<file path="src/logic/cfg_header_regs_defines.vh">
// Offsets, field positions, reset values and codes of the configuration header registers.
`ifndef CFG_HEADER_REGS_DEFINES_VH
`define CFG_HEADER_REGS_DEFINES_VH

// Double-word indices of the configuration accesses (byte address / 4).
`define SELF_TEST_DW        6'h03
`define IO_BASE_DW          6'h04
`define MEM_BASE_DW         6'h05
`define CARD_INFO_DW        6'h0A
`define SUBSYSTEM_DW        6'h0B
`define BOOT_ROM_DW         6'h0C
`define INTERRUPT_DW        6'h0F

// Writable masks and fixed read bits of the base registers.
`define IO_WRITE_MASK       32'hFFFF_FF00
`define IO_READ_FIXED       32'h0000_0001
`define MEM_WRITE_MASK      32'hFFFF_FF00
`define MEM_READ_FIXED      32'h0000_0000

// Boot ROM base register fields and size codes.
`define ROM_BASE_LSB        18
`define ROM_SIZE_LSB        11
`define ROM_ENABLE_BIT      0
`define ROM_MIN_SHIFT       12
`define ROM_CODE_NONE       3'h0
`define ROM_CODE_MAX        3'h5

// Card information pointer fields.
`define CIS_SPACE_NONE      3'h0
`define CIS_SPACE_ROM       3'h7
`define CIS_MEM_OFFSET      25'h000_0020
`define CIS_DEFAULT         32'h0000_0000

// Fixed and default values.
`define SELF_TEST_VALUE     8'h00
`define IRQ_PIN_VALUE       8'h01
`define IRQ_LINE_RESET      8'h00
`define MIN_GRANT_DEFAULT   8'h20
`define MAX_LAT_DEFAULT     8'h20
`define BASE_RESET          32'h0000_0000

// Selectors of the words delivered by the EEPROM auto-load.
`define EE_SEL_CIS_LOW      3'h0
`define EE_SEL_CIS_HIGH     3'h1
`define EE_SEL_SUB_VENDOR   3'h2
`define EE_SEL_SUB_ID       3'h3
`define EE_SEL_TIMERS       3'h4

`endif

</file>
<file path="src/logic/cfg_header_regs.v">
// Configuration header registers from the self-test byte to the latency byte.
`timescale 1ns/1ps
`include "cfg_header_regs_defines.vh"

module cfg_header_regs #(
  // Arbitrary values, used only while no EEPROM supplies the codes.
  parameter [15:0] SUB_VENDOR_DEFAULT = 16'h1234,
  parameter [15:0] SUB_ID_DEFAULT     = 16'h5678
) (
  // Clock and reset
  input  wire        clk,
  input  wire        reset,
  // Configuration access
  input  wire [5:0]  cfgAddr,
  input  wire        cfgRead,
  input  wire        cfgWrite,
  input  wire [3:0]  cfgByteEn,
  input  wire [31:0] cfgWriteData,
  output reg  [31:0] cfgReadData,
  output reg         cfgReadValid,
  // Settings held in other configuration registers
  input  wire [2:0]  bootRomSizeCode,
  input  wire        cardBusEnable,
  // EEPROM auto-load
  input  wire        eeWordValid,
  input  wire [2:0]  eeWordSel,
  input  wire [15:0] eeWordData,
  input  wire        eeLoadDone,
  input  wire        eeAbsent,
  // Decoded state for the rest of the device
  output reg  [23:0] ioBaseBits,
  output reg  [23:0] memBaseBits,
  output reg  [13:0] bootRomBaseBits,
  output reg         bootRomEnable,
  output reg  [7:0]  interruptLine,
  output reg         cisPointerValid,
  output reg         cisInMemory,
  output reg         regsLoaded
);

  // Writable bits of the boot ROM base register for a size code.
  // Codes six and seven are unused and behave like no ROM at all.
  function [31:0] romWriteMask;
    input [2:0] code;
    reg   [31:0] lowBits;
    begin
      lowBits = 32'h0000_0000;
      if (code != `ROM_CODE_NONE && code <= `ROM_CODE_MAX) begin
        lowBits = (32'h0000_0001 << (`ROM_MIN_SHIFT + code)) - 32'h0000_0001;
        romWriteMask = ~lowBits | 32'h0000_0001;
      end else begin
        romWriteMask = 32'h0000_0000;
      end
    end
  endfunction

  // Byte-lane merge of a write into a register, limited to writable bits.
  // Bits outside the mask keep their stored value even in an enabled lane.
  function [31:0] mergeWrite;
    input [31:0] oldVal;
    input [31:0] newVal;
    input [3:0]  byteEn;
    input [31:0] mask;
    integer      i;
    reg   [31:0] laneMask;
    begin
      laneMask = 32'h0000_0000;
      for (i = 0; i < 4; i = i + 1) begin
        if (byteEn[i]) begin
          laneMask[i*8 +: 8] = 8'hFF;
        end
      end
      laneMask = laneMask & mask;
      mergeWrite = (newVal & laneMask) | (oldVal & ~laneMask);
    end
  endfunction

  // A pointer space code of zero is unsupported and never marks the
  // pointer valid.
  function spaceUsable;
    input [2:0] space;
    begin
      spaceUsable = (space != `CIS_SPACE_NONE);
    end
  endfunction

  // Codes one to six point into memory behind a base register; seven
  // points into the expansion ROM instead.
  function spaceIsMemory;
    input [2:0] space;
    begin
      spaceIsMemory = spaceUsable(space) && (space != `CIS_SPACE_ROM);
    end
  endfunction

  // Software-visible storage
  reg  [31:0] ioBase_q;
  reg  [31:0] ioBase_d;
  reg  [31:0] memBase_q;
  reg  [31:0] memBase_d;
  reg  [31:0] romBase_q;
  reg  [31:0] romBase_d;
  reg  [7:0]  intLine_q;
  reg  [7:0]  intLine_d;

  // EEPROM-sourced values as seen by software
  reg  [31:0] card_info_pointer_q;
  reg  [15:0] subVendor_q;
  reg  [15:0] subId_q;
  reg  [7:0]  minGrant_q;
  reg  [7:0]  maxLat_q;

  // Staging area filled word by word during the auto-load
  reg  [31:0] cisStage_q;
  reg  [15:0] subVendorStage_q;
  reg  [15:0] subIdStage_q;
  reg  [7:0]  minGrantStage_q;
  reg  [7:0]  maxLatStage_q;
  reg         loaded_q;

  reg  [31:0] readData_d;
  wire [31:0] romMask;
  wire [31:0] romView;
  wire [2:0]  cisSpace;
  wire        writeHit;

  // Size code and card-bus enable are levels owned by other configuration
  // registers; a change shows on the very next read.
  assign romMask  = romWriteMask(bootRomSizeCode);
  // Stored bits outside the current mask read zero, so enlarging the
  // ROM size later hides stale address bits without a rewrite.
  assign romView  = romBase_q & romMask;
  assign cisSpace = card_info_pointer_q[2:0];
  assign writeHit = cfgWrite;

  // Write path
  // Writes to dwords not listed fall through and leave all storage alone.
  always @* begin
    ioBase_d  = ioBase_q;
    memBase_d = memBase_q;
    romBase_d = romBase_q;
    intLine_d = intLine_q;
    if (writeHit) begin
      case (cfgAddr)
        `IO_BASE_DW: begin
          ioBase_d = mergeWrite(ioBase_q, cfgWriteData, cfgByteEn,
                                `IO_WRITE_MASK);
        end
        `MEM_BASE_DW: begin
          memBase_d = mergeWrite(memBase_q, cfgWriteData, cfgByteEn,
                                 `MEM_WRITE_MASK);
        end
        `BOOT_ROM_DW: begin
          // Address bits below the ROM size and the reserved bits are
          // outside the mask, so they keep their stored value whatever is written.
          romBase_d = mergeWrite(romBase_q, cfgWriteData, cfgByteEn,
                                 romMask);
        end
        `INTERRUPT_DW: begin
          // Only the low lane holds the line byte; the pin and timer
          // bytes above it are read-only and ignore the write.
          if (cfgByteEn[0]) begin
            intLine_d = cfgWriteData[7:0];
          end
        end
        default: begin
          // Self-test, pointer, subsystem and timer bytes ignore writes.
          intLine_d = intLine_q;
        end
      endcase
    end
  end

  // Read path
  always @* begin
    readData_d = 32'h0000_0000;
    case (cfgAddr)
      `SELF_TEST_DW: begin
        // The other bytes of this dword belong to registers kept
        // elsewhere and read zero from this block.
        readData_d = {`SELF_TEST_VALUE, 24'h00_0000};
      end
      `IO_BASE_DW: begin
        // Reserved bit 1 falls out of both the mask and the fixed bits.
        readData_d = (ioBase_q & `IO_WRITE_MASK) |
                     `IO_READ_FIXED;
      end
      `MEM_BASE_DW: begin
        // Size, prefetch, location and space bits are all fixed zero.
        readData_d = (memBase_q & `MEM_WRITE_MASK) |
                     `MEM_READ_FIXED;
      end
      `CARD_INFO_DW: begin
        // The pointer is hidden while card-bus support is off, so that
        // software never follows a value it should ignore.
        readData_d = cardBusEnable ? card_info_pointer_q : 32'h0000_0000;
      end
      `SUBSYSTEM_DW: begin
        readData_d = {subId_q, subVendor_q};
      end
      `BOOT_ROM_DW: begin
        readData_d = romView;
      end
      `INTERRUPT_DW: begin
        // The pin byte is fixed; the timers come from the committed load.
        readData_d = {maxLat_q, minGrant_q,
                      `IRQ_PIN_VALUE, intLine_q};
      end
      default: begin
        readData_d = 32'h0000_0000;
      end
    endcase
  end

  // Register storage and registered read answer
  // Read data is held until the next read, so a host that samples late
  // still sees the answer it asked for.
  always @(posedge clk) begin
    if (reset) begin
      ioBase_q     <= `BASE_RESET;
      memBase_q    <= `BASE_RESET;
      romBase_q    <= `BASE_RESET;
      intLine_q    <= `IRQ_LINE_RESET;
      cfgReadData  <= 32'h0000_0000;
      cfgReadValid <= 1'b0;
    end else begin
      ioBase_q     <= ioBase_d;
      memBase_q    <= memBase_d;
      romBase_q    <= romBase_d;
      intLine_q    <= intLine_d;
      cfgReadValid <= cfgRead;
      if (cfgRead) begin
        cfgReadData <= readData_d;
      end
    end
  end

  // EEPROM staging; words land here and stay invisible until commit.
  // Words may come in any order; a repeated selector overwrites the last.
  always @(posedge clk) begin
    if (reset) begin
      cisStage_q       <= `CIS_DEFAULT;
      subVendorStage_q <= SUB_VENDOR_DEFAULT;
      subIdStage_q     <= SUB_ID_DEFAULT;
      minGrantStage_q  <= `MIN_GRANT_DEFAULT;
      maxLatStage_q    <= `MAX_LAT_DEFAULT;
    end else if (eeWordValid) begin
      case (eeWordSel)
        `EE_SEL_CIS_LOW: begin
          cisStage_q[15:0] <= eeWordData;
        end
        `EE_SEL_CIS_HIGH: begin
          cisStage_q[31:16] <= eeWordData;
        end
        `EE_SEL_SUB_VENDOR: begin
          subVendorStage_q <= eeWordData;
        end
        `EE_SEL_SUB_ID: begin
          subIdStage_q <= eeWordData;
        end
        `EE_SEL_TIMERS: begin
          minGrantStage_q <= eeWordData[7:0];
          maxLatStage_q   <= eeWordData[15:8];
        end
        default: begin
          minGrantStage_q <= minGrantStage_q;
        end
      endcase
    end
  end

  // Commit of the loaded values. An absent EEPROM keeps the defaults
  // but still marks the header as settled. Absence wins over a commit in
  // the same cycle, because the staged words cannot be trusted then.
  always @(posedge clk) begin
    if (reset) begin
      card_info_pointer_q    <= `CIS_DEFAULT;
      subVendor_q <= SUB_VENDOR_DEFAULT;
      subId_q     <= SUB_ID_DEFAULT;
      minGrant_q  <= `MIN_GRANT_DEFAULT;
      maxLat_q    <= `MAX_LAT_DEFAULT;
      loaded_q    <= 1'b0;
    end else if (eeAbsent) begin
      loaded_q <= 1'b1;
    end else if (eeLoadDone) begin
      card_info_pointer_q    <= cisStage_q;
      subVendor_q <= subVendorStage_q;
      subId_q     <= subIdStage_q;
      minGrant_q  <= minGrantStage_q;
      maxLat_q    <= maxLatStage_q;
      loaded_q    <= 1'b1;
    end
  end

  // Decoded outputs, each held in a flip-flop.
  // They lag the storage by one cycle; the rest of the device must not
  // expect a configuration write to act on the same edge.
  always @(posedge clk) begin
    if (reset) begin
      ioBaseBits      <= 24'h00_0000;
      memBaseBits     <= 24'h00_0000;
      bootRomBaseBits <= 14'h0000;
      bootRomEnable   <= 1'b0;
      interruptLine   <= 8'h00;
      cisPointerValid <= 1'b0;
      cisInMemory     <= 1'b0;
      regsLoaded      <= 1'b0;
    end else begin
      ioBaseBits      <= ioBase_q[31:8];
      memBaseBits     <= memBase_q[31:8];
      bootRomBaseBits <= romView[31:`ROM_BASE_LSB];
      bootRomEnable   <= romView[`ROM_ENABLE_BIT];
      interruptLine   <= intLine_q;
      cisPointerValid <= cardBusEnable && loaded_q &&
                         spaceUsable(cisSpace);
      // A memory-space pointer is only taken as such when its offset
      // starts at the auto-loaded structure, 100h or above.
      cisInMemory     <= cardBusEnable && loaded_q &&
                         spaceIsMemory(cisSpace) &&
                         (card_info_pointer_q[27:3] >= `CIS_MEM_OFFSET);
      regsLoaded      <= loaded_q;
    end
  end

endmodule

</file>
<file path="config.mk">
export PLATFORM = sky130hd
export DESIGN_NAME = cfg_header_regs
export DESIGN_NICKNAME = d
export VERILOG_FILES = /design/src/logic/cfg_header_regs.v
export VERILOG_INCLUDE_DIRS = /design/src /design/src/logic
export SDC_FILE = /design/constraint.sdc
export NUM_CORES = 1
export LEC_CHECK = 0
export ABC_AREA = 1
export BUFFER_PORTS_ARGS = -buffer_cell sky130_fd_sc_hd__buf_2
export CAP_MARGIN = 20
export CORE_MARGIN = 10
export CORE_UTILIZATION = 61
export DETAILED_ROUTE_END_ITERATION = 10
export GPL_TIMING_DRIVEN = 0
export PLACE_DENSITY = 0.83
export SKIP_CTS_REPAIR_TIMING = 1
export SLEW_MARGIN = 20
export SYNTH_ARGS = -nofsm -noshare
export SYNTH_HDL_FRONTEND = slang
export SYNTH_SLANG_ARGS = --single-unit
</file>
<file path="constraint.sdc">
create_clock -name clk -period 3.6 [get_ports clk]
set_input_delay 0.18 -clock clk [delete_from_list [all_inputs] [get_ports clk]]
set_output_delay 0.18 -clock clk [all_outputs]
set_load 0.01 [all_outputs]
</file>
# Word level (Yosys, flattened, before mapping)
# Cells that the tools add are included.
# totals
reg_bits,372
output_inout_bits,107
# classes
add_sub_neg,2
magnitude_cmp,2
n_eq_ne,11
shift,1
mux,29
bitwise_logic,16
n_reduce_logical,20
# ops
operator,count
bitwise AND 32 bit,8
2-to-1 mux 8 bit,24
case mux 32 bit (6 select lines),1
NOT 32 bit,4
bitwise OR 32 bit,3
2-to-1 mux 32 bit,2
"left shift 1 x 5 -> 32 bit, first input constant",1
"subtractor 32 x 1 -> 32 bit, second input constant",1
">= comparator 25 x 6 -> 1 bit, second input constant",1
"== test 6 x 4 -> 1 bit, second input constant",4
AND reduction 2 bit,9
"== test 6 x 3 -> 1 bit, second input constant",2
"== test 3 x 2 -> 1 bit, second input constant",2
logical AND 1 bit,6
nonzero test 3 bit,2
"adder 4 x 3 -> 5 bit, first input constant",1
"== test 3 x 1 -> 1 bit, second input constant",1
"== test 3 bit, second input constant",1
"less-or-equal comparator 3 bit, second input constant",1
zero test 3 bit,1
"!= test 3 bit, second input constant",1
AND reduction 3 bit,1
2-to-1 mux 1 bit,2
nonzero test 2 bit,1
NOT 1 bit,1

# Depth between registers and ports, before layout
# logic_depth
ltp_word,9
depth_mapped,12

# Worst setup path after synthesis
# OpenSTA, ideal clock, no wires.
# synth_timing
kind,input port to flip-flop
startpoint,input cfgAddr[5]
endpoint,register with a tool-made name
arrival_ps,1184
setup_slack_ps,2297
path_stages,8
path_cell_list,nor2_2 buf_4 nand3_4 inv_2 nand3_2 buf_2 o21ai_0 a21oi_1
# synth_lines
element,line_no,source
"start, declared",cfg_header_regs.v:14,"input wire [5:0] cfgAddr,"

# Final worst setup path
# layout_timing
startpoint,input eeAbsent
endpoint,register card_info_pointer_q[15]
# layout_between
elab_chain_cells,2
# layout_lines
element,line_no,source
"start, declared",cfg_header_regs.v:29,"input wire eeAbsent,"
NOT 1 bit (no line),n/a,
AND reduction 2 bit (no line),n/a,
"end signal, assigned",cfg_header_regs.v:277,card_info_pointer_q <= `CIS_DEFAULT;
"end signal, assigned",cfg_header_regs.v:286,card_info_pointer_q <= cisStage_q;
"end, declared",cfg_header_regs.v:107,reg [31:0] card_info_pointer_q;
# No other way between the ends.
# A chain may end at the register's enable or synchronous reset.

==> out/metrics.yaml <==
placement:
  dp_hpwl_um: 33000
  io_buffer_count: 176
  dp.cells: 2141
  place_congestion: 0.975
sta:
  finalCritPeriodShare_pct: 49.0
  period_minus_slack_ps: 1760
  fin_setup_tns_ps: 0
  rsz0062_at_grt: "no"
  slew_viol_final: 0
  fmax_mhz: 567
  slew-limit-headroom_pct: 48.4
  finClkSkew_ps: 9.51
  setup_viol: 0
  worst_slew_pin_slew_ps: 774
  hold_slack_ps: -43.5
  hold_viol_final: 17
flow_run:
  maxCapViolations: 0
power_and_ir_drop:
  irDropWorstVdd_v: 0.000572
  powerDensity_mw_per_mm2: 524
  total_power_mw: 8.15
  p_leak_nw: 6.79
critical_path:
  worst_setup_path_start_kind: "primary input"
  cp-end-kind: "flip-flop"
  crit_path_top_delay_cell: "dlygate4sd3_1"
  max_stage_delay_ps: 540
  crit_path_max_fanout: 10
  worstPathRequired_ps: 4050
  path_class: "primary input to flip-flop"
  cp.arrival_ps: 2210
  crit_top_cell: "nor2_1"
  cp_cell_sequence: "dlygate4sd3_1 > buf_2 > nor2_1 > inv_1 > clkbuf_1 > clkbuf_1 > nor2_1 > nor2_1"
logic_synthesis:
  ys_seq_elements: 351
  synth_flop_cell: "dfxtp_1"
  synth.yosys.seq_area_share_pct: 53.5
  async_flop_share_pct: 0
  postSynthAreaPerCell_um2: 7.78
  syn_area_mm2: 0.0131
  synth_cell_type_count: 35
  synth-edff-count: 0
  ys_warn_count: 0
  syn-instance-count: 1689
detailed_routing:
  drt_iter0_drc: 1583
  drtPass1Iterations: 6
  post_drt_wl_per_cell_um: 19.8
  num_vias: 12600
  vias_per_cell: 5.69
  wl_um: 43700
  postRouteAntennaNets: 0
  drc_errors: 0
status:
  violations: "negative hold slack"
  outcome: "finished, violations left"
clocking:
  cts_buffers: 36
  worstSkewPairLatency_ps: 520
  ctsHtreeMaxLevel: 2
  cts_tree: "yes"
  path_clk_slew_ps: 60
  cts-root-buf: "clkbuf_16"
  clock-sinks: 351
  cts_buffer_depth: 3
floorplan:
  dieArea_mm2: 0.0278
  placementRows: 53
  core-area_mm2: 0.0211
  initial_core_util_pct: 62.3
  die_w_um: 167
  pin_count: 179
  die_h_um: 167
grt:
  grt_pass1_vias: 11900
  grt.total_usage_pct: 29.8
  grt_pass1_wl_um: 66800
  grt_overflow: 0
  grt_max_degree: 15
  antenna_found_initial: 0
layout:
  diodes: 0
  multi_input_area_mm2: 0.00505
  area_growth_syn_to_layout_pct: 18.5
  seqCellArea_mm2: 0.00703
  fillerInstances: 1704
  drive_above_1_share_pct: 15.9
  fin_cells: 2211
  final_nets: 1985
worst_hold_path:
  hp-class: "primary input to flip-flop"
==> area by class of cell <==
cell class | instances | share of cell area [%]
sequential | 351 | 45.1
multi-input combinational | 1074 | 32.4
clock buffer | 52 | 6.82
timing repair buffer | 184 | 6.17
inverter | 166 | 4.00
buffer | 99 | 2.86
tap | 275 | 2.21
clock inverter | 10 | 0.370
==> cells in the mapped netlist (all sizes together) (2+ instances only) <==
cell	n	share of area (%)
a22oi	7	0.40
nor4	4	0.19
a211oi	17	1.6
nand2	168	4.8
clkbuf	70	2.0
o22ai	11	0.52
clkinv	2	0.057
nand3b	2	0.11
inv	164	4.7
a21oi	122	4.6
dfxtp	351	53
o21ai	224	8.5
o211ai	6	0.34
nand4	5	0.24
nor2	381	11
buf	29	1.4
a41oi	2	0.13
nor3	37	1.8
nand3	83	3.7
==> worst paths after layout <==
path	startpoint	endpoint	slack, ps	cells past startpoint
worst max-delay path	eeAbsent	card_info_pointer_q[15]$_SDFFE_PP0P_	1840	8
worst min-delay path	cfgWriteData[3]	intLine_q[3]$_SDFFE_PP0P_	-40	3
worst max register to register	card_info_pointer_q[26]$_SDFFE_PP0P_	cisInMemory$_SDFF_PP0_	2270	6
worst min register to register	minGrant_q[1]$_SDFFE_PP0P_	minGrant_q[1]$_SDFFE_PP0P_	450	2
==> kinds of logic after synthesis <==
logic type                 after synthesis  share of synthesized area, %
buffers and inverters                  265                          8.13
and+or+nand+nor                        680                          22.0
AOI/OAI and AO/OA                      391                          16.3
DFF                                    351                          53.5
other                                    1                        0.0285
adders and majority gates                1                        0.0952
==> report_power, final <==
part           switching [mW]  total, mW  internal, mW
Combinational           0.377      0.539         0.161
Sequential             0.0697       4.06          3.99
Clock                    1.51       3.56          2.05
==> routing by layer <==
metal / wire [µm] / GRT usage [%]
met4: 1930 / 12.8
met2: 20000 / 48.4
met3: 4530 / 5.84
met5: 0 / 0
met1: 17200 / 37.7
==> through the flow <==
step	util [%]	setup WS, ps	cell area, µm²
2_1_floorplan	-	2300	13100
3_3_place_gp	68.1	1610	14400
3_5_place_dp	68.1	1590	14400
4_1_cts	73.4	2100	15500
5_1_grt	73.8	1700	15600
6_report	73.8	1840	15600
==> worst max-delay path, delay by kind of cell <==
kind,cells,cell delay [ps]
and+or+nand+nor,3,330
buffers and inverters,5,1700
==> layout by cell type, fill, tap and decap left out, drive strengths merged <==
| cell | instances |
|---|---|
| conb | 2 |
| nor4 | 4 |
| clkinv | 9 |
| nor3 | 37 |
| o22ai | 11 |
| dlygate4sd3 | 8 |
| ha | 1 |
| nand3 | 83 |
| nor2 | 381 |
| o221ai | 1 |
| a41oi | 2 |
| o21ai | 224 |
| nand2 | 168 |
| clkbuf | 122 |
| nand4 | 5 |
| o211ai | 6 |
| a31oi | 1 |
| nand3b | 2 |
| clkinvlp | 3 |
| dfxtp | 351 |
| a211oi | 17 |
| buf | 205 |
| a21oi | 122 |
| a22oi | 7 |
| inv | 164 |
No activity file was read; power rests on OpenSTA's default activity.
